<file path="src/usc_consts.vh">
`ifndef USC_CONSTS_VH
`define USC_CONSTS_VH
// ---------------------------------------------------------------
// register byte offsets (per instance window)
// ---------------------------------------------------------------
`define USC_OFF_DATA 8'h00
`define USC_OFF_CSA 8'h04
`define USC_OFF_CSB 8'h08
`define USC_OFF_CSC 8'h0C
`define USC_OFF_DIV 8'h10
`define USC_OFF_PWR 8'h14
// instance select bit in haddr
`define USC_INST_BIT 8
// ---------------------------------------------------------------
// field positions
// ---------------------------------------------------------------
`define USC_CSA_RXC 7
`define USC_CSA_TXC 6
`define USC_CSA_UDRE 5
`define USC_CSA_FE 4
`define USC_CSA_DOR 3
`define USC_CSA_PE 2
`define USC_CSA_U2X 1
`define USC_CSB_RXCIE 7
`define USC_CSB_TXCIE 6
`define USC_CSB_UDRIE 5
`define USC_CSB_RXEN 4
`define USC_CSB_TXEN 3
`define USC_CSB_SZ2 2
`define USC_CSB_TX8 0
`define USC_CSC_SYNC 6
`define USC_CSC_PAREN 5
`define USC_CSC_PARODD 4
`define USC_CSC_STOP2 3
`define USC_CSC_DIR 0
`define USC_DIV_W 12
// ---------------------------------------------------------------
// reset values and timing
// ---------------------------------------------------------------
`define USC_RST_CSA 8'h20
`define USC_RST_CSB 8'h00
`define USC_RST_CSC 8'h06
`define USC_RST_DIV 12'h000
`define USC_RST_PWR 1'b1
`define USC_DIV_NORM 5'h10
`define USC_DIV_DBL 5'h08
`define USC_DIV_SYNC 5'h02
`define USC_MID_NORM 5'h08
`define USC_MID_DBL 5'h04
`endif

</file>
<file path="src/usc_channel.v">
`timescale 1ns/1ps
`include "usc_consts.vh"
module usc_channel (
   hclk,
   hresetn,
   wr_en,
   rd_en,
   wr_off,
   wdata,
   rdata,
   txd,
   rxd,
   xck_in,
   xck_out,
   xck_oe,
   irq_rxc,
   irq_txc,
   irq_udre
);
input wire hclk;
input wire hresetn;
input wire wr_en;
input wire rd_en;
input wire [7:0] wr_off;
input wire [31:0] wdata;
output reg [31:0] rdata;
output reg txd;
input wire rxd;
input wire xck_in;
output reg xck_out;
output wire xck_oe;
output wire irq_rxc;
output wire irq_txc;
output wire irq_udre;

// ---------------------------------------------------------------
// registers
// ---------------------------------------------------------------
reg [7:0] csb_reg;
reg [7:0] csc_reg;
reg dbl_reg;
reg [11:0] div_reg;
reg pwr_reg;
reg [11:0] cnt_reg;
reg [1:0] rx_sync_reg;
reg [1:0] xk_sync_reg;
reg xk_last_reg;
wire on = ~pwr_reg; // RULE_21
wire sync_mode_select = csc_reg[`USC_CSC_SYNC];
wire dir = csc_reg[`USC_CSC_DIR];
wire slave = sync_mode_select & ~dir;
wire dbl = dbl_reg & ~sync_mode_select;
wire div_wr = wr_en & (wr_off == `USC_OFF_DIV);
wire data_wr = wr_en & (wr_off == `USC_OFF_DATA);

// ---------------------------------------------------------------
// baud generator
// ---------------------------------------------------------------
wire tick = on & (cnt_reg == 12'h000); // RULE_02
always @(posedge hclk or negedge hresetn) begin
   if (!hresetn) begin
      cnt_reg <= `USC_RST_DIV;
   end else if (div_wr) begin
      cnt_reg <= wdata[`USC_DIV_W-1:0]; // RULE_01
   end else if (on) begin
      if (cnt_reg == 12'h000) begin
         cnt_reg <= div_reg;
      end else begin
         cnt_reg <= cnt_reg - 12'h001;
      end
   end
end

// ---------------------------------------------------------------
// external clock sync and edge detect
// ---------------------------------------------------------------
always @(posedge hclk or negedge hresetn) begin
   if (!hresetn) begin
      rx_sync_reg <= 2'b11;
      xk_sync_reg <= 2'b00;
      xk_last_reg <= 1'b0;
   end else begin
      rx_sync_reg <= {rx_sync_reg[0], rxd};
      xk_sync_reg <= {xk_sync_reg[0], xck_in}; // RULE_12
      xk_last_reg <= xk_sync_reg[1];
   end
end
wire xk_rise = xk_sync_reg[1] & ~xk_last_reg; // RULE_24
wire xk_fall = ~xk_sync_reg[1] & xk_last_reg;

// ---------------------------------------------------------------
// mode select and transmit divider
// ---------------------------------------------------------------
wire [4:0] tx_div = sync_mode_select ? `USC_DIV_SYNC : // RULE_03
   (dbl ? `USC_DIV_DBL : `USC_DIV_NORM); // RULE_05 RULE_06
reg [4:0] txdiv_reg;
wire tx_base = slave ? (on & xk_rise) : tick; // RULE_11
wire txclk = slave ? (on & xk_fall) :
   (tick & (txdiv_reg == tx_div - 5'h01));
wire rx_samp_sync = slave ? (on & xk_rise) :
   (tick & (txdiv_reg == 5'h00));
always @(posedge hclk or negedge hresetn) begin
   if (!hresetn) begin
      txdiv_reg <= 5'h00;
      xck_out <= 1'b0;
   end else if (tx_base) begin
      if (txdiv_reg >= tx_div - 5'h01) begin
         txdiv_reg <= 5'h00;
      end else begin
         txdiv_reg <= txdiv_reg + 5'h01;
      end
      if (sync_mode_select & dir & on) begin
         xck_out <= (txdiv_reg == 5'h00);
      end else begin
         xck_out <= 1'b0;
      end
   end
end
assign xck_oe = sync_mode_select & dir; // RULE_08 RULE_09

// ---------------------------------------------------------------
// transmitter
// ---------------------------------------------------------------
localparam TX_IDLE = 2'b01;
localparam TX_BUSY = 2'b10;
reg [1:0] tx_state_reg;
reg [8:0] wbuf_reg;
reg wfull_reg;
reg [11:0] tsh_reg;
reg [3:0] tcnt_reg;
reg txc_reg;
wire [2:0] sz = {csb_reg[`USC_CSB_SZ2], csc_reg[2:1]};
wire [3:0] nbits = (sz == 3'h7) ? 4'h9 : ({1'b0, sz} + 4'h5); // RULE_17
wire [8:0] wmask = (9'h1FF >> (4'h9 - nbits));
wire tx_on = on & csb_reg[`USC_CSB_TXEN];
wire [8:0] wd = wbuf_reg & wmask;
wire wpar = (^wd) ^ csc_reg[`USC_CSC_PARODD]; // RULE_18
wire [3:0] tlen = 4'h1 + nbits + {3'h0, csc_reg[`USC_CSC_PAREN]} +
   {3'h0, csc_reg[`USC_CSC_STOP2]} + 4'h1;
reg [11:0] tframe;
always @* begin
   tframe = {3'h7, wd} | ~{3'h7, wmask};
   tframe[nbits] = csc_reg[`USC_CSC_PAREN] ? wpar : 1'b1;
   tframe = {tframe[10:0], 1'b0};
end
always @(posedge hclk or negedge hresetn) begin
   if (!hresetn) begin
      tx_state_reg <= TX_IDLE;
      wbuf_reg <= 9'h000;
      wfull_reg <= 1'b0;
      tsh_reg <= 12'hFFF;
      tcnt_reg <= 4'h0;
      txc_reg <= 1'b0;
      txd <= 1'b1;
   end else begin
      if (data_wr & tx_on) begin
         wbuf_reg <= {csb_reg[`USC_CSB_TX8], wdata[7:0]};
         wfull_reg <= 1'b1;
         txc_reg <= 1'b0;
      end
      if (wr_en & (wr_off == `USC_OFF_CSA) & wdata[`USC_CSA_TXC]) begin
         txc_reg <= 1'b0;
      end
      if (txclk & tx_on) begin
         case (tx_state_reg)
            TX_IDLE: begin
               if (wfull_reg) begin
                  tsh_reg <= tframe;
                  tcnt_reg <= tlen;
                  wfull_reg <= data_wr;
                  tx_state_reg <= TX_BUSY;
               end
            end
            TX_BUSY: begin
               txd <= tsh_reg[0];
               tsh_reg <= {1'b1, tsh_reg[11:1]};
               if (tcnt_reg == 4'h1) begin
                  if (wfull_reg) begin // RULE_13
                     tsh_reg <= tframe;
                     tcnt_reg <= tlen;
                     wfull_reg <= data_wr;
                  end else begin
                     tx_state_reg <= TX_IDLE;
                     txc_reg <= 1'b1; // RULE_20
                  end
               end else begin
                  tcnt_reg <= tcnt_reg - 4'h1;
               end
            end
            default: tx_state_reg <= TX_IDLE;
         endcase
      end
   end
end

// ---------------------------------------------------------------
// receiver
// ---------------------------------------------------------------
localparam RX_IDLE = 3'b001;
localparam RX_DATA = 3'b010;
localparam RX_STOP = 3'b100;
reg [2:0] rx_state_reg;
reg [4:0] rph_reg;
reg [2:0] vote_reg;
reg [9:0] rsh_reg;
reg [3:0] rcnt_reg;
reg [10:0] rbuf0_reg;
reg [10:0] rbuf1_reg;
reg [1:0] rlvl_reg;
reg dor_pend_reg;
wire rx_on = on & csb_reg[`USC_CSB_RXEN];
wire [4:0] rdiv = dbl ? `USC_DIV_DBL : `USC_DIV_NORM;
wire [4:0] rmid = dbl ? `USC_MID_DBL : `USC_MID_NORM;
wire filt = (vote_reg[0] & vote_reg[1]) | (vote_reg[1] & vote_reg[2]) |
   (vote_reg[0] & vote_reg[2]);
wire rsamp = sync_mode_select ? rx_samp_sync :
   (tick & (rph_reg == rmid));
wire rbit = sync_mode_select ? rx_sync_reg[1] : filt;
wire [3:0] rlen = nbits + {3'h0, csc_reg[`USC_CSC_PAREN]};
// without parity the data sit one place higher in the shifter
wire [9:0] ralign = csc_reg[`USC_CSC_PAREN] ? rsh_reg :
   {1'b0, rsh_reg[9:1]};
wire [8:0] rdat = (ralign[8:0] >> (4'h9 - nbits)) & wmask;
wire rpar = rsh_reg[9];
wire perr = csc_reg[`USC_CSC_PAREN] & // RULE_18
   ((^rdat) ^ csc_reg[`USC_CSC_PARODD] ^ rpar);
wire rd_data = rd_en & (wr_off == `USC_OFF_DATA) & (rlvl_reg != 2'h0);
always @(posedge hclk or negedge hresetn) begin
   if (!hresetn) begin
      rx_state_reg <= RX_IDLE;
      rph_reg <= 5'h00;
      vote_reg <= 3'h7;
      rsh_reg <= 10'h000;
      rcnt_reg <= 4'h0;
      rbuf0_reg <= 11'h000;
      rbuf1_reg <= 11'h000;
      rlvl_reg <= 2'h0;
      dor_pend_reg <= 1'b0;
   end else begin
      if (tick) begin // RULE_19
         vote_reg <= {vote_reg[1:0], rx_sync_reg[1]};
         rph_reg <= (rph_reg >= rdiv - 5'h01) ? 5'h00 :
            rph_reg + 5'h01; // RULE_04
      end
      if (rd_data) begin
         rbuf0_reg <= rbuf1_reg;
         rlvl_reg <= rlvl_reg - 2'h1;
      end
      if (!rx_on) begin
         rx_state_reg <= RX_IDLE;
      end else begin
         case (rx_state_reg)
            RX_IDLE: begin
               if (!sync_mode_select && tick && !vote_reg[0] && filt) begin
                  rph_reg <= 5'h01; // RULE_15
               end
               if (rsamp & ~rbit) begin // RULE_19
                  rx_state_reg <= RX_DATA;
                  rcnt_reg <= rlen;
               end
            end
            RX_DATA: begin
               if (rsamp) begin
                  rsh_reg <= {rbit, rsh_reg[9:1]};
                  if (rcnt_reg == 4'h1) begin
                     rx_state_reg <= RX_STOP;
                  end
                  rcnt_reg <= rcnt_reg - 4'h1;
               end
            end
            RX_STOP: begin
               if (rsamp) begin // RULE_16
                  rx_state_reg <= RX_IDLE;
                  if ((rlvl_reg == 2'h2) & ~rd_data) begin
                     dor_pend_reg <= 1'b1;
                  end else if ((rlvl_reg == 2'h0) |
                     ((rlvl_reg == 2'h1) & rd_data)) begin // RULE_14
                     rbuf0_reg <= {~rbit, perr, rdat};
                     rlvl_reg <= rd_data ? rlvl_reg : rlvl_reg + 2'h1;
                  end else begin
                     rbuf1_reg <= {~rbit, perr, rdat};
                     rlvl_reg <= rd_data ? rlvl_reg : rlvl_reg + 2'h1;
                  end
               end
            end
            default: rx_state_reg <= RX_IDLE;
         endcase
      end
      if (rd_data) begin
         dor_pend_reg <= 1'b0;
      end
   end
end

// ---------------------------------------------------------------
// register writes and reads
// ---------------------------------------------------------------
always @(posedge hclk or negedge hresetn) begin
   if (!hresetn) begin
      csb_reg <= `USC_RST_CSB;
      csc_reg <= `USC_RST_CSC;
      dbl_reg <= 1'b0;
      div_reg <= `USC_RST_DIV; // RULE_25
      pwr_reg <= `USC_RST_PWR; // RULE_21
   end else if (wr_en) begin
      case (wr_off)
         `USC_OFF_CSA: dbl_reg <= wdata[`USC_CSA_U2X]; // RULE_10
         `USC_OFF_CSB: csb_reg <= wdata[7:0];
         `USC_OFF_CSC: csc_reg <= wdata[7:0]; // RULE_07
         `USC_OFF_DIV: div_reg <= wdata[`USC_DIV_W-1:0]; // RULE_23
         `USC_OFF_PWR: pwr_reg <= wdata[0];
         default: pwr_reg <= pwr_reg;
      endcase
   end
end
wire [7:0] csa = {rlvl_reg != 2'h0, txc_reg, ~wfull_reg,
   rbuf0_reg[10], dor_pend_reg, rbuf0_reg[9], dbl_reg, 1'b0};
always @* begin
   case (wr_off)
      `USC_OFF_DATA: rdata = {24'h000000, rbuf0_reg[7:0]};
      `USC_OFF_CSA: rdata = {24'h000000, csa};
      `USC_OFF_CSB: rdata = {24'h000000, csb_reg[7:2],
         rbuf0_reg[8], csb_reg[0]};
      `USC_OFF_CSC: rdata = {24'h000000, csc_reg};
      `USC_OFF_DIV: rdata = {20'h00000, div_reg};
      `USC_OFF_PWR: rdata = {31'h00000000, pwr_reg};
      default: rdata = 32'h00000000;
   endcase
end
assign irq_rxc = csb_reg[`USC_CSB_RXCIE] & (rlvl_reg != 2'h0);
assign irq_txc = csb_reg[`USC_CSB_TXCIE] & txc_reg;
assign irq_udre = csb_reg[`USC_CSB_UDRIE] & ~wfull_reg;
endmodule // usc_channel

</file>
<file path="src/usc_top.v">
`timescale 1ns/1ps
`include "usc_consts.vh"
// Operation
// RULE_01 - counter reloads at zero or divisor write
// RULE_02 - tick rate is clock over divisor+1
// RULE_03 - transmit divides tick by 2/8/16
// RULE_04 - receive phase counter of 8/16 states
// RULE_05 - normal async bit rate clock/16(div+1)
// RULE_06 - double speed bit rate clock/8(div+1)
// RULE_07 - mode bit selects async or sync
// RULE_08 - pin direction picks master or slave
// RULE_09 - clock pin used only in sync
// RULE_10 - double speed only affects async
// RULE_11 - slave uses external clock, others internal
// RULE_12 - external clock synchronised before use
// RULE_13 - single write buffer, gapless frames
// RULE_14 - receive buffer two entries deep
// RULE_15 - recovery units for async reception
// RULE_16 - flag frame, overrun, parity errors
// RULE_17 - five to nine data, 1-2 stops
// RULE_18 - odd or even parity generated, checked
// RULE_19 - majority filter, false start rejection
// RULE_20 - three interrupt requests per instance
// RULE_21 - instance runs only when power bit clear
// RULE_22 - two instances, separate registers
// RULE_23 - twelve-bit baud divisor
// RULE_24 - synchroniser plus edge detect delay
// RULE_25 - divisor and counter reset to zero
module usc_top (
   hclk,
   hresetn,
   hsel,
   haddr,
   htrans,
   hwrite,
   hsize,
   hwdata,
   hready,
   hreadyout,
   hresp,
   hrdata,
   txd,
   rxd,
   xck_in,
   xck_out,
   xck_oe,
   irq_rxc,
   irq_txc,
   irq_udre
);
input wire hclk;
input wire hresetn;
input wire hsel;
input wire [31:0] haddr;
input wire [1:0] htrans;
input wire hwrite;
input wire [2:0] hsize;
input wire [31:0] hwdata;
input wire hready;
output wire hreadyout;
output wire hresp;
output wire [31:0] hrdata;
output wire [1:0] txd;
input wire [1:0] rxd;
input wire [1:0] xck_in;
output wire [1:0] xck_out;
output wire [1:0] xck_oe;
output wire [1:0] irq_rxc;
output wire [1:0] irq_txc;
output wire [1:0] irq_udre;

// ---------------------------------------------------------------
// ahb-lite slave
// ---------------------------------------------------------------
reg wr_ph_reg;
reg rd_ph_reg;
reg inst_reg;
reg [7:0] off_reg;
wire [31:0] ch_rdata [0:1];
wire req = hsel & hready & htrans[1];
always @(posedge hclk or negedge hresetn) begin
   if (!hresetn) begin
      wr_ph_reg <= 1'b0;
      rd_ph_reg <= 1'b0;
      inst_reg <= 1'b0;
      off_reg <= 8'h00;
   end else if (hready) begin
      wr_ph_reg <= req & hwrite;
      rd_ph_reg <= req & ~hwrite;
      inst_reg <= haddr[`USC_INST_BIT];
      off_reg <= haddr[7:0];
   end
end
assign hreadyout = 1'b1;
assign hresp = 1'b0;
assign hrdata = inst_reg ? ch_rdata[1] : ch_rdata[0];

// ---------------------------------------------------------------
// two instances
// ---------------------------------------------------------------
genvar gi;
generate
   for (gi = 0; gi < 2; gi = gi + 1) begin : g_ch
      usc_channel u_ch ( // RULE_22
         .hclk(hclk),
         .hresetn(hresetn),
         .wr_en(wr_ph_reg & (inst_reg == gi)),
         .rd_en(rd_ph_reg & (inst_reg == gi)),
         .wr_off(off_reg),
         .wdata(hwdata),
         .rdata(ch_rdata[gi]),
         .txd(txd[gi]),
         .rxd(rxd[gi]),
         .xck_in(xck_in[gi]), // RULE_12 RULE_24
         .xck_out(xck_out[gi]), // RULE_11
         .xck_oe(xck_oe[gi]), // RULE_08 RULE_09
         .irq_rxc(irq_rxc[gi]),
         .irq_txc(irq_txc[gi]),
         .irq_udre(irq_udre[gi])
      );
   end
endgenerate
endmodule // usc_top

</file>
<file path="config.mk">
export PLATFORM = sky130hd
export DESIGN_NAME = usc_top
export DESIGN_NICKNAME = d
export VERILOG_FILES = /design/src/usc_channel.v /design/src/usc_top.v
export VERILOG_INCLUDE_DIRS = /design/src /design/src/src
export SDC_FILE = /design/constraint.sdc
export NUM_CORES = 1
export LEC_CHECK = 0
export BUFFER_PORTS_ARGS = -buffer_cell sky130_fd_sc_hd__buf_2
export CORE_MARGIN = 4
export CORE_UTILIZATION = 65
export DETAILED_ROUTE_END_ITERATION = 10
export GPL_ROUTABILITY_DRIVEN = 1
export PLACE_DENSITY = 0.83
export SLEW_MARGIN = 20
export SYNTH_ARGS = -nofsm -noshare
export SYNTH_HDL_FRONTEND = slang
export SYNTH_SLANG_ARGS = --single-unit
</file>
<file path="constraint.sdc">
create_clock -name hclk -period 10.2 [get_ports hclk]
set_clock_uncertainty 0.1 [all_clocks]
set_input_delay 0 -clock hclk [delete_from_list [all_inputs] [get_ports hclk]]
set_output_delay 0 -clock hclk [all_outputs]
set_load 0.1 [all_outputs]
</file>
After elaboration in Yosys (flattened, before gate mapping)
Index checks and enable logic that the tools add are counted.
{"block": "word_totals", "reg_bits": 277, "input_bits": 78, "out_inout_bits": 46, "wordCells": 479}
{"block": "classes", "add_sub_neg": 32, "n_lt_le_gt_ge": 8, "eq_ne": 51, "shift": 4, "n_mux": 147, "bitwise_logic": 114, "n_reduce_logical": 65}
{"operator": "$mux W12", "count": 12}
{"operator": "$pmux W12 S6", "count": 2}
{"operator": "$mux W11", "count": 12}
{"operator": "$mux W5", "count": 16}
{"operator": "$and A1 B1 Y1", "count": 72}
{"operator": "$mux W4", "count": 12}
{"operator": "$pmux W12 S2", "count": 2}
{"operator": "$mux W1", "count": 46}
{"operator": "$and A9 B9 Y9", "count": 4}
{"operator": "$mux W2", "count": 18}
{"operator": "$reduce_xor A9 Y1", "count": 4}
{"operator": "$mux W32", "count": 1}
{"operator": "$pmux W4 S2", "count": 4}
{"operator": "$reduce_and A4 Y1", "count": 8}
{"operator": "$mux W3", "count": 10}
{"operator": "$reduce_and A2 Y1", "count": 14}
{"operator": "$reduce_bool A2 Y1", "count": 14}
{"operator": "$add A4 B1 Y4", "count": 6}
{"operator": "$bwmux W12", "count": 2}
{"operator": "$logic_not A12 Y1", "count": 2}
{"operator": "$ne A3 B3 Y1 const B", "count": 8}
{"operator": "$not A12 Y12", "count": 2}
{"operator": "$or A12 B12 Y12", "count": 2}
{"operator": "$sub A12 B1 Y12 const B", "count": 2}
{"operator": "other kinds (42)", "count": 146}

Depth between registers and ports, before layout
Gate-level depths: netlist of run 1.
{"block": "logic_depth", "word_depth": 14, "depth_mapped": 16, "mapped_depth_nobuf": 13}

Cells and area by module
A second synthesis of run 1 with hierarchy kept.
{"block": "hier_totals", "cells_unflattened": 1849, "area_unflattened_um2": 17307.8}
{"module": "usc_channel at g_ch[0].u_ch", "instances": 1, "cells_each": 914, "area_per_inst_um2": 8265.4}
{"module": "usc_channel at g_ch[1].u_ch", "instances": 1, "cells_each": 864, "area_per_inst_um2": 8066.5}
{"module": "usc_top", "instances": 1, "cells_each": 71, "area_per_inst_um2": 975.9}

Worst setup path after synthesis of run 1
Ideal clock, no wire load.
{"block": "synth_path", "path_type": "reg-to-reg", "startpoint": "reg g_ch[1].u_ch.csc_reg[1]", "endpoint": "reg g_ch[1].u_ch.tsh_reg[10]", "setup_time_ps": 89, "t_arrival_ps": 3533, "required_time_ps": 10011, "path_slack_ps": 6478, "path_stages_with_launch": 15, "synth_period_minus_slack_ps": 3722, "path_cell_list": "dfstp_2 -> ha_1 -> clkbuf_1 -> a21bo_2 -> clkbuf_1 -> ha_1 -> xor2_1 -> o21ai_0 -> a32oi_1 -> xor2_1 -> xnor2_1 -> and2_1 -> clkbuf_1 -> nor3b_1 -> a21oi_1"}
{"block": "synth_via", "elab_chain_cells": 12, "elab_cells_between_ends": 19, "classes_between": "add/sub (2); order compare (2); eq/ne (1); shift (1); mux (9); bitwise (2); reduce/logical (2)"}
{"element": "from (decl)", "line_no": "usc_channel.v:40", "text": "reg [7:0] csc_reg;"}
{"element": "from (signal assigned)", "line_no": "usc_channel.v:301", "text": "csc_reg <= `USC_RST_CSC;"}
{"element": "from (signal assigned)", "line_no": "usc_channel.v:309", "text": "`USC_OFF_CSC: csc_reg <= wdata[7:0];"}
{"element": "$add A3 B3 Y4 or $eq A3 B3 Y1 (tied branches)", "line_no": "usc_channel.v:133", "text": "wire [3:0] nbits = (sz == 3'h7) ? 4'h9 : ({1'b0, sz} + 4'h5);"}
{"element": "$mux W4 *", "line_no": "usc_channel.v:133"}
{"element": "$sub A4 B4 Y4", "line_no": "usc_channel.v:134", "text": "wire [8:0] wmask = (9'h1FF >> (4'h9 - nbits));"}
{"element": "$shr A9 B4 Y9", "line_no": "usc_channel.v:134"}
{"element": "$and A9 B9 Y9", "line_no": "usc_channel.v:136", "text": "wire [8:0] wd = wbuf_reg & wmask;"}
{"element": "$reduce_xor A9 Y1", "line_no": "usc_channel.v:137", "text": "wire wpar = (^wd) ^ csc_reg[`USC_CSC_PARODD];"}
{"element": "$xor A1 B1 Y1", "line_no": "usc_channel.v:137"}
{"element": "$mux W1", "line_no": "usc_channel.v:143", "text": "tframe[nbits] = csc_reg[`USC_CSC_PAREN] ? wpar : 1'b1;"}
{"element": "$bwmux W12 *", "line_no": "usc_channel.v:143"}
{"element": "$mux W12", "line_no": "usc_channel.v:178", "text": "if (wfull_reg) begin"}
{"element": "$mux W12", "line_no": "usc_channel.v:177", "text": "if (tcnt_reg == 4'h1) begin"}
{"element": "$pmux W12 S2 *", "line_no": "usc_channel.v:165", "text": "case (tx_state_reg)"}
{"element": "to (signal assigned)", "line_no": "usc_channel.v:168", "text": "tsh_reg <= tframe;"}
{"element": "to (signal assigned)", "line_no": "usc_channel.v:176", "text": "tsh_reg <= {1'b1, tsh_reg[11:1]};"}
{"element": "to (signal assigned)", "line_no": "usc_channel.v:179", "text": "tsh_reg <= tframe;"}
{"element": "to (decl)", "line_no": "usc_channel.v:129", "text": "reg [11:0] tsh_reg;"}
Every way passes the cells marked *; elsewhere a longest branch is shown, timed or not. The select of a mux whose other input is x is not followed.
A chain may end at the register's enable or synchronous reset.

Final worst setup path of run 1
{"block": "layout_path", "startpoint": "reg g_ch[1].u_ch.cnt_reg[5]", "endpoint": "reg g_ch[1].u_ch.tsh_reg[9]"}
{"block": "layout_via", "elab_chain_cells": 6}
{"element": "from (decl)", "line_no": "usc_channel.v:44", "text": "reg [11:0] cnt_reg;"}
{"element": "from (signal assigned)", "line_no": "usc_channel.v:62", "text": "cnt_reg <= `USC_RST_DIV;"}
{"element": "from (signal assigned)", "line_no": "usc_channel.v:64", "text": "cnt_reg <= wdata[`USC_DIV_W-1:0];"}
{"element": "from (signal assigned)", "line_no": "usc_channel.v:67", "text": "cnt_reg <= div_reg;"}
{"element": "$logic_not A12 Y1", "line_no": "usc_channel.v:59", "text": "wire tick = on & (cnt_reg == 12'h000);"}
{"element": "$and A1 B1 Y1", "line_no": "usc_channel.v:59"}
{"element": "$and A1 B1 Y1", "line_no": "usc_channel.v:99", "text": "(tick & (txdiv_reg == tx_div - 5'h01));"}
{"element": "$mux W1", "line_no": "usc_channel.v:98", "text": "wire txclk = slave ? (on & xk_fall) :"}
{"element": "$and A1 B1 Y1", "line_no": "usc_channel.v:164", "text": "if (txclk & tx_on) begin"}
{"element": "$reduce_and A3 Y1 (no line)"}
Every way passes these cells.

==> results of run 1 <==
-- routing by layer --
metal,share of wire (%),global-route usage (%),vias up
met2,49,51.1,595
met4,4.0,11.4,0
met3,6.9,4.46,135
met5,0,0,-
li1,-,-,6526
met1,40,40.7,6937
-- where the power goes --
part	total (mW)	leakage [nW]	internal [mW]	switching, mW
clock	1.13	0.514	0.689	0.443
combinational	0.522	3.95	0.182	0.340
sequential	1.25	3.32	1.16	0.0861
total	2.91	7.78	2.04	0.870
-- layout make-up --
type                    count  area (µm²)
inverters                  64         240
clock inverters            11         135
multi-input cells        1383        8830
well taps                 330         413
fillers                  1800        6800
flip-flops and latches    275        6940
clock buffers              45         910
repair buffers            113         843
-- synth_stat cells, types with 12 or more instances --
library cell    n  share of area (%)
ha_1           54                4.1
and3_1         13               0.49
nand3_1        50                1.5
o21ai_0       105                3.2
a31oi_1        30                1.1
mux2i_1        43                2.6
mux2_2         88                6.0
nand2_1       286                6.5
o211ai_1       14               0.63
inv_1          60                1.4
dfstp_2        46                7.3
nor2_1        130                2.9
dfrtp_1       229                 35
a221oi_1       14               0.74
a22o_1         13               0.69
xor2_1         13               0.69
nor3_1         39                1.2
o31ai_1        25                1.1
xnor2_1        35                1.9
a21oi_1       120                3.6
nand2b_1       32                1.2
o22ai_1        18               0.68
clkbuf_1       75                1.7
buf_4          36                1.6
nor4_1         15               0.57
nor2b_1        27                1.0
and2_1         12               0.45
a211oi_1       15               0.68
-- kinds of logic after synthesis --
logic type / after synthesis
AOI/OAI and AO/OA: 443
buffers and inverters: 192
and+or+nand+nor: 667
DFF: 275
xor gates and xnor gates: 49
other: 2
muxes: 146
adders and majority gates: 56
-- critical path, cell delays in order, from the launching register on --
cell and delay [ns]:
dfrtp_1 0.40, or4_1 0.58, or4_1 0.58, nor2_1 0.59, a31oi_1 0.27, nor3b_1 0.67, and2_1 0.49, nand2_1 0.28
nor3b_1 0.39, a21oi_1 0.13
-- final timing paths --
kind                       cells past startpoint                          end  slack, ns                   startpoint
max                                            9      g_ch[1].u_ch.tsh_reg[9]       5.63      g_ch[1].u_ch.cnt_reg[5]
min                                            2    g_ch[1].u_ch.txdiv_reg[4]      -0.02                      hresetn
max reg2reg                                    9      g_ch[1].u_ch.tsh_reg[9]       5.63      g_ch[1].u_ch.cnt_reg[5]
min reg2reg                                    0  g_ch[1].u_ch.xk_sync_reg[1]       0.25  g_ch[1].u_ch.xk_sync_reg[0]
max in group asynchronous                      3     g_ch[1].u_ch.cnt_reg[11]       8.71                      hresetn
min in group hclk                              4     g_ch[1].u_ch.div_reg[11]       0.12                   hwdata[11]
-- stage by stage --
| step | area (µm²) | utilization (%) |
|---|---|---|
| 2_1_floorplan | 16600 | - |
| 3_3_place_gp | 16800 | 66.9 |
| 3_5_place_dp | 16800 | 66.9 |
| 4_1_cts | 18300 | 72.9 |
| 5_1_grt | 18300 | 72.9 |
| 6_report | 18300 | 72.9 |
==> impl_results.md, run 1 <==
* Vias in the first global route at roughly 14k
* Final Hold Fails at 3
* Die ar. at ~28,000 µm²
* Multiplexer area fraction after synthesis at a little under 10%
* PnR worst setup slack at about 5.6 ns
* Flops & latches, synth at 275
* Max Clock Freq at about 220 MHz
* Via Count at approximately 14k
* # IOs at between 100 and 150
* Die width at roughly 170 µm
* PD cells at between 150 and 200 nW/µm²
* # DRC at 0
* Leading cell type in the layout, fill and taps excluded: nand2_1
* Clock Sinks at about 280
* Synth Flop Type: dfrtp_1
* H-tree Lvls at 1
* Tot GR Track Use at a little over 30%
* DRT Pass-1 Iters at 5
* Synth Area in Simple Gates at a little under a fifth
* Non-Filler Instances at 2,221
* Core Region at between 20,000 and 30,000 µm²
* Via/cell ratio at ~6.4
* Row count at 58
* FFs w/ async S/R, synth at 100%
* Post-CTS Hold Buffers at 45
* First-pass GRT wire length at between 70,000 and 80,000 µm
* Failing checks: negative hold slack
* Nets at ~2k
* Initial antenna violation count at 0
* Die Y at around 170 µm
* Adder and majority cell fraction of the synthesized area at around 4.3%
* Largest net degree at the start of global routing at between 100 and 150
* Max Buffers Root-to-Sink at 3
* Setup crit start kind: flop
* Diodes inserted at 0
* RSZ-0062 raised after global routing: false
* Hold WC Path Type: input port to asynchronous set/reset pin
* Commonest non-fill, non-tap cells in the layout: 286 x nand2_1, 229 x dfrtp_1, 129 x nor2_1, 120 x a21oi_1, 105 x o21ai_0
* RD Place Congestion at 0.919
* Detail-routed net length per standard cell at just under 20 µm
* Latest clock arrival within the worst-skew pair at 0.57 ns
* Post-CTS Resized at 0
* Unique masters post-synth at 88
* Worst hold slack at -0.0183 ns
* Outcome: complete, but fails checks
* Setup TNS at 0 ns
* Sequential share of the synthesized area at a little over two fifths
* Root buffer selected by CTS: clkbuf_16
* Placed Instances at about 2.1k
* Syn. warnings at 0
* Leakage at approximately 7.8 nW
* Critical Path RT at 10.58 ns
* Gr ovfl total at 0
* Post-synth EDFFs at 0
* Starting density of the core at roughly 66%
* Layout area overhead at 10.5%
* Largest family of logic cells by synthesized area: simple AND/OR/NAND/NOR gates
* Syn Std Cell Area at around 17,000 µm²
* CTS tree: yes
* WP data arrival at 4.95 ns
* Share of cells above drive strength 1 at 15.0%
* Critical path fanouts, max at 14
* Iter 0 DRT Violations at approximately 1.6k
* Final period utilization at 44.8%
* Antenna-violating nets left at 0
* Setup CP Type: flop to flop
* Clk slew on worst S/H paths at approximately 0.060 ns
* Worst vdd ir at about 0.15 mV
* Crit path time final at 4.57 ns
* CTS Buf Count at 30
* Post-DP HPWL at 29,000 µm
* Slew margin rel. at 25.8%
* Final setup viols at 0
* Pwr Total at around 2.9 mW
* Worst Tran Pin Value at 1.11 ns
* Post-CTS setup buffer count at 0
* DP Worst Slack at 5.69 ns
* Max Cap Viol at 0
* Cells after Synth at around 1.8k
* XOR/XNOR share of the synthesized area at between 2 and 3%
* CP Capture Type: flop
* # port buffers at 54
* Pins over their slew limit at 0
* Routed WL at 43,600 µm
* Synth Area in Compound Gates at 17.0%
* Avg Inst Size Synth at 9.05 µm²
(Power assumes the default switching activity.)
==> run 2, diff against run 1 <==
- CORE_UTILIZATION: 65 -> 61
- PLACE_DENSITY: 0.83 -> 0.79
- clock period: 10.2 -> 4.71 ns (I/O delays scaled with it)
==> impl_results.md, run 2 (synthesized netlist as in run 1, its figures left out) <==
* Outcome: complete, no violations (was complete, but fails checks)
* Crit path time final at 4.27 ns (was 4.57 ns)
* CP Capture Type: flop (unchanged)
* Antenna-violating nets left at 0 (unchanged)
* Setup crit start kind: flop (unchanged)
* Root buffer selected by CTS: clkbuf_16 (unchanged)
* Placed Instances at 2,145 (was 2,120)
* Commonest non-fill, non-tap cells in the layout: 286 x nand2_1, 229 x dfrtp_1, 130 x nor2_1, 120 x a21oi_1, 105 x o21ai_0 (was 286 x nand2_1, 229 x dfrtp_1, 129 x nor2_1, 120 x a21oi_1, 105 x o21ai_0)
* Worst Tran Pin Value at 0.978 ns (was 1.11 ns)
* First-pass GRT wire length at 70,000 µm (was 71,400 µm)
* Worst vdd ir at 0.321 mV (was 0.154 mV)
* Final period utilization at 90.8% (was 44.8%)
* Leading cell type in the layout, fill and taps excluded: nand2_1 (unchanged)
* # port buffers at 54 (unchanged)
* Row count at 60 (was 58)
* Latest clock arrival within the worst-skew pair at 0.56 ns (was 0.57 ns)
* Critical path fanouts, max at 15 (was 14)
* Max Buffers Root-to-Sink at 3 (unchanged)
* Layout area overhead at 11.7% (was 10.5%)
* Post-CTS Resized at 0 (unchanged)
* Hold WC Path Type: input port to flop (was input port to asynchronous set/reset pin)
* Die Y at 173 µm (was 168 µm)
* Starting density of the core at 61.8% (was 66.0%)
* Via/cell ratio at 6.28 (was 6.39)
* WP data arrival at 4.60 ns (was 4.95 ns)
* Die ar. at 29,900 µm² (was 28,100 µm²)
* Post-DP HPWL at 28,900 µm (was 29,000 µm)
* Leakage at 7.88 nW (was 7.78 nW)
* CTS tree: yes (unchanged)
* H-tree Lvls at 1 (unchanged)
* Final setup viols at 0 (unchanged)
* Pins over their slew limit at 0 (unchanged)
* Clock Sinks at 275 (unchanged)
* Gr ovfl total at 0 (unchanged)
* DRT Pass-1 Iters at 7 (was 5)
* Detail-routed net length per standard cell at 19.0 µm (was 19.6 µm)
* Setup CP Type: flop to flop (unchanged)
* CTS Buf Count at 31 (was 30)
* Die width at 173 µm (was 168 µm)
* Tot GR Track Use at 27.9% (was 30.5%)
* Pwr Total at 6.40 mW (was 2.91 mW)
* PD cells at 346 nW/µm² (was 159 nW/µm²)
* Non-Filler Instances at 2,250 (was 2,221)
* Setup TNS at 0 ns (unchanged)
* Routed WL at 42,700 µm (was 43,600 µm)
* Max Clock Freq at 234 MHz (was 219 MHz)
* Slew margin rel. at 34.3% (was 25.8%)
* Clk slew on worst S/H paths at 0.06 ns (about the same)
* RSZ-0062 raised after global routing: false (unchanged)
* Largest net degree at the start of global routing at 124 (was 113)
* Final Util at 69.0% (was 72.9%)
* Via Count at 14.1k (was 14.2k)
* Vias in the first global route at 13.6k (was 13.9k)
* Nets at 2,018 (was 2,001)
* # DRC at 0 (unchanged)
* Share of cells above drive strength 1 at 15.6% (was 15.0%)
* Critical Path RT at 5.04 ns (was 10.58 ns)
* Initial antenna violation count at 2 (was 0)
* Core Region at 26,800 µm² (was 25,100 µm²)
* RD Place Congestion at 0.927 (was 0.919)
* Max Cap Viol at 0 (unchanged)
* Worst hold slack at 0.181 ns (was -0.0183 ns)
* # IOs at 124 (unchanged)
* Iter 0 DRT Violations at 1,312 (was 1,560)
* Final Hold Fails at 0 (was 3)
==> run 2: final cells by class <==
type,count,area [µm²]
clock buffers,45,898
flip-flops and latches,275,6940
inverters,64,240
diodes,1,2.50
repair buffers,129,973
fillers,2038,8300
well taps,341,427
multi-input cells,1383,8830
clock inverters,12,184
==> run 2: stage by stage <==
| step | instance area [µm²] | setup slack (ns) |
|---|---|---|
| 2_1_floorplan | 16600 | 0.988 |
| 3_3_place_gp | 16900 | 0.663 |
| 3_5_place_dp | 16900 | 0.565 |
| 4_1_cts | 18500 | 0.529 |
| 5_1_grt | 18500 | 0.127 |
| 6_report | 18500 | 0.435 |
==> run 2: timing repair <==
action,in CTS,in global routing
setup buffers,0,0
endpoints found under the hold margin,214,0
hold buffers,47,0
endpoints found under the setup margin,0,0
==> run 2: metal layers <==
metal | vias to the layer above | GRT usage, % | part of all wire (%)
met4 | 2 | 9.25 | 3.6
met3 | 125 | 4.18 | 7.0
met1 | 6867 | 37.0 | 41
met2 | 571 | 47.3 | 49
met5 | - | 0 | 0.030
li1 | 6560 | - | -
==> run 2: worst max-delay path: stages (launching register included) <==
cell and delay (ns):
dfstp_2 0.45, ha_1 0.35, nor2_1 0.55, inv_1 0.18, ha_1 0.28, xnor2_1 0.79
nor2_1 0.30, a22oi_1 0.46, xor2_1 0.21, xnor2_1 0.11, xnor2_1 0.25, o22ai_1 0.12
==> run 2: worst paths after layout <==
check / startpoint / endpoint / slack [ns] / depth (start not counted)
hold / removal: hwdata[11] / g_ch[0].u_ch.div_reg[11] / 0.18 / 4
setup reg to reg: g_ch[1].u_ch.csc_reg[1] / g_ch[1].u_ch.rbuf0_reg[9] / 0.44 / 11
setup / recovery: g_ch[1].u_ch.csc_reg[1] / g_ch[1].u_ch.rbuf0_reg[9] / 0.44 / 11
max in group asynchronous: hresetn / g_ch[1].u_ch.wfull_reg / 2.91 / 4
min in group asynchronous: hresetn / g_ch[1].u_ch.cnt_reg[10] / 0.49 / 3
hold reg to reg: g_ch[1].u_ch.xk_sync_reg[0] / g_ch[1].u_ch.xk_sync_reg[1] / 0.25 / 0
==> run 2: report_power, final <==
group | switching (mW) | internal (mW) | total (mW)
clock network | 0.974 | 1.58 | 2.56
registers | 0.173 | 2.52 | 2.70
logic | 0.740 | 0.408 | 1.15
total | 1.89 | 4.51 | 6.40
==> run 3, diff against run 2 <==
- ABC_AREA: unset -> 1
- CORE_UTILIZATION: 61 -> 62
- HOLD_SLACK_MARGIN: unset -> 0.02
- PLACE_DENSITY: 0.79 -> 0.8
==> impl_results.md, run 3 <==
* CTS Buf Count at 30 (was 31)
* Vias in the first global route at 15.6k (was 13.6k)
* Syn. warnings at 0 (unchanged)
* Die width at 174 µm (was 173 µm)
* Flop2flop setup slack at 0.94 ns (was 0.44 ns)
* Die ar. at 30,200 µm² (was 29,900 µm²)
* Max Buffers Root-to-Sink at 3 (unchanged)
* Delay-heaviest family, CP: simple AND/OR/NAND/NOR gates (was XOR/XNOR gates)
* Core Region at 27,000 µm² (was 26,800 µm²)
* Starting density of the core at 63.1% (was 61.8%)
* Critical Path RT at 4.61 ns (was 5.04 ns)
* Cells after Synth at 2,355 (was 1,830)
* Crit path depth at 10 (was 11)
* Layout area overhead at 10.8% (was 11.7%)
* Nets at 2,562 (was 2,018)
* Setup crit start kind: flop (unchanged)
* First-pass GRT wire length at 77,700 µm (was 70,000 µm)
* Gr ovfl total at 0 (unchanged)
* Most frequent cell on the critical path: nor2_1 (was xnor2_1)
* Unique masters post-synth at 62 (was 88)
* Initial antenna violation count at 1 (was 2)
* Hold WC Path Type: input port to asynchronous set/reset pin (was input port to flop)
* Via/cell ratio at 5.78 (was 6.28)
* Post-DP HPWL at 32,800 µm (was 28,900 µm)
* Commonest non-fill, non-tap cells in the layout: 693 x nand2_1, 313 x inv_1, 229 x dfrtp_1, 223 x o21ai_0, 168 x nor2_1 (was 286 x nand2_1, 229 x dfrtp_1, 130 x nor2_1, 120 x a21oi_1, 105 x o21ai_0)
* Crit path time final at 4.08 ns (was 4.27 ns)
* Placement-stage cell area at 17,400 µm² (was 16,900 µm²)
* Non-Filler Instances at 2,793 (was 2,250)
* Worst Tran Pin Value at 0.971 ns (was 0.978 ns)
* Via Count at 16.1k (was 14.1k)
* R2r startpoint: off_reg[1] (was g_ch[1].u_ch.csc_reg[1])
* Final setup viols at 0 (unchanged)
* CP Launch Point: off_reg[1] (was g_ch[1].u_ch.csc_reg[1])
* Pins over their slew limit at 0 (unchanged)
* CP Capture Type: output port (was flop)
* Placed Instances at 2,689 (was 2,145)
* Most common cell in the netlist: nand2_1 (unchanged)
* PnR worst setup slack at 0.630 ns (was 0.435 ns)
* Outcome: complete, no violations (unchanged)
* H-tree Lvls at 1 (unchanged)
* Syn Std Cell Area at 17,000 µm² (was 16,600 µm²)
* FF-to-FF path depth at 15 (was 11)
* Post-synth EDFFs at 0 (unchanged)
* Root buffer selected by CTS: clkbuf_16 (unchanged)
* WP buf/inv at 3 (was 1)
* Antenna-violating nets left at 0 (unchanged)
* Clock Sinks at 275 (unchanged)
* DP Worst Slack at 1.03 ns (was 0.565 ns)
* WP data arrival at 3.98 ns (was 4.60 ns)
* Sequential share of the synthesized area at 40.8% (was 41.9%)
* Leakage at 9.60 nW (was 7.88 nW)
* Top cell type's share of synthesized area at 33.7% (was 34.6%)
* CP endpoint: hrdata[5] (was g_ch[1].u_ch.rbuf0_reg[9])
* Share of cells above drive strength 1 at 9.30% (was 15.6%)
* Post-CTS setup buffer count at 0 (unchanged)
* Critical Path Max Stage Delay at 0.67 ns (was 0.79 ns)
* Fill count at 2,171 (was 2,038)
* Routed WL at 46,700 µm (was 42,700 µm)
* Final Util at 70.0% (was 69.0%)
* Die Y at 174 µm (was 173 µm)
* Synth Flop Type: dfrtp_1 (unchanged)
* DRT Pass-1 Iters at 6 (was 7)
* Row count at 60 (unchanged)
* RD Place Congestion at 0.929 (was 0.927)
* Largest net degree at the start of global routing at 127 (was 124)
* # IOs at 124 (unchanged)
* Max Cap Viol at 0 (unchanged)
* Design area at 18,900 µm² (was 18,500 µm²)
* Worst hold slack at 0.0420 ns (was 0.181 ns)
* Leading cell type in the layout, fill and taps excluded: nand2_1 (unchanged)
* # port buffers at 54 (unchanged)
* Clk slew on worst S/H paths at 0.06 ns (about the same)
* Synth area leader: dfrtp_1 (unchanged)
* Slowest-stage cell, CP: nor2_1 (was xnor2_1)
* RSZ-0062 raised after global routing: false (unchanged)
* Tot GR Track Use at 30.7% (was 27.9%)
* CP cell instances: nor2_1 -> inv_2 -> nor2_1 -> nand2_1 -> nor2_1 -> inv_2 -> o22ai_1 -> a2111oi_0 -> nor3_1 -> buf_2 (was ha_1 -> nor2_1 -> inv_1 -> ha_1 -> xnor2_1 -> nor2_1 -> a22oi_1 -> xor2_1 -> xnor2_1 -> xnor2_1 -> o22ai_1)
* Diodes inserted at 0 (was 1)
* Worst vdd ir at 0.275 mV (was 0.321 mV)
* Avg Inst Size Synth at 7.23 µm² (was 9.05 µm²)
* Slew margin rel. at 35.2% (was 34.3%)
* Critical path fanouts, max at 16 (was 15)
* Final Hold Fails at 0 (unchanged)
* R2r endpoint: g_ch[1].u_ch.rbuf0_reg[5] (was g_ch[1].u_ch.rbuf0_reg[9])
* CTS tree: yes (unchanged)
* FFs w/ async S/R, synth at 100% (unchanged)
* Final period utilization at 86.6% (was 90.8%)
* Flops & latches, synth at 275 (unchanged)
* PD cells at 313 nW/µm² (was 346 nW/µm²)
* Iter 0 DRT Violations at 1,640 (was 1,312)
* Commonest cells in the netlist: 693 x nand2_1, 313 x inv_1, 229 x dfrtp_1 (was 286 x nand2_1, 229 x dfrtp_1, 130 x nor2_1)
* Pwr Total at 5.91 mW (was 6.40 mW)
* Detail-routed net length per standard cell at 16.7 µm (was 19.0 µm)
* # DRC at 0 (unchanged)
* Max Clock Freq at 245 MHz (was 234 MHz)
* Setup TNS at 0 ns (unchanged)
* Latest clock arrival within the worst-skew pair at 0.56 ns (about the same)
* Setup CP Type: flop to output port (was flop to flop)
* Area contributors post-synth: dfrtp_1 34%, nand2_1 15%, dfstp_2 7.1% (was dfrtp_1 35%, dfstp_2 7.3%, nand2_1 6.5%)
run 3: cell types whose count changed after synthesis, sizes merged, moves of 38 or more:
| cell | previous run | this run |
|---|---|---|
| nand2 | 286 | 701 |
| clkbuf | 75 | 37 |
| nand3 | 50 | 145 |
| nor2 | 131 | 181 |
| mux2i | 44 | 1 |
| a21oi | 121 | 61 |
| o21ai | 114 | 265 |
| mux2 | 101 | 7 |
| inv | 63 | 329 |
run 3: cell type report:
| type | instances | area (µm²) | share of cell area (%) |
|---|---|---|---|
| tap | 341 | 427 | 2.26 |
| inverter | 332 | 1250 | 6.61 |
| timing repair buffer | 117 | 886 | 4.70 |
| sequential | 275 | 6940 | 36.8 |
| multi-input combinational | 1672 | 8380 | 44.4 |
| clock inverter | 14 | 125 | 0.663 |
| clock buffer | 42 | 857 | 4.54 |
run 3: how the worst min path moves through the flow:
stage | cells after the start | endpoint | from | slack, ns
CTS | 2 | g_ch[1].u_ch.txdiv_reg[3] | hresetn | 0.09
floorplan | 0 | g_ch[0].u_ch.cnt_reg[0] | hresetn | -0.40
global placement | 1 | g_ch[1].u_ch.rx_sync_reg[0] | rxd[1] | 0.004
detailed placement | 1 | g_ch[0].u_ch.rx_sync_reg[0] | rxd[0] | 0.007
finish | 2 | g_ch[1].u_ch.txdiv_reg[2] | hresetn | 0.04
global route | 2 | g_ch[1].u_ch.rph_reg[3] | hresetn | 0.13
run 3: layer usage:
| layer | vias up | share of wire, % | GRT usage [%] |
|---|---|---|---|
| li1 | 7765 | - | - |
| met5 | - | 0.039 | 0 |
| met2 | 633 | 46 | 50.2 |
| met3 | 156 | 7.1 | 4.89 |
| met4 | 2 | 4.5 | 11.4 |
| met1 | 7578 | 42 | 41.8 |
run 3: cells by family (layout without fill, tap and decap cells):
kind of cell	count (synthesis)	count (layout)	synth area share, %
XOR/XNOR	26	26	1.34
adder cells (fa/ha/maj)	56	56	4.21
other	2	22	0.0441
AO/OA/AOI/OAI	456	456	15.9
buffers and inverters	428	505	10.4
flip-flops	275	275	40.8
multiplexers	8	8	0.522
AND/OR/NAND/NOR	1104	1104	26.8
run 3: what timing repair did:
action / 4_1_cts / 5_1_grt
hold endpoints to repair: 238 / 0
resized for setup: 0 / 0
hold buffers: 48 / 0
run 3: worst reg2reg max path: cells and delay by family, from the launching register on:
family / cells / cell delay (ns)
AOI/OAI and AO/OA: 3 / 0.52
DFF: 1 / 0.39
and+or+nand+nor: 8 / 1.91
buffers and inverters: 4 / 0.80
run 3: report_power, final:
| part | total (mW) | internal, mW | switching, mW | leakage (nW) |
|---|---|---|---|---|
| clock network | 2.36 | 1.37 | 0.986 | 0.487 |
| logic | 0.911 | 0.301 | 0.610 | 5.91 |
| registers | 2.64 | 2.50 | 0.136 | 3.21 |
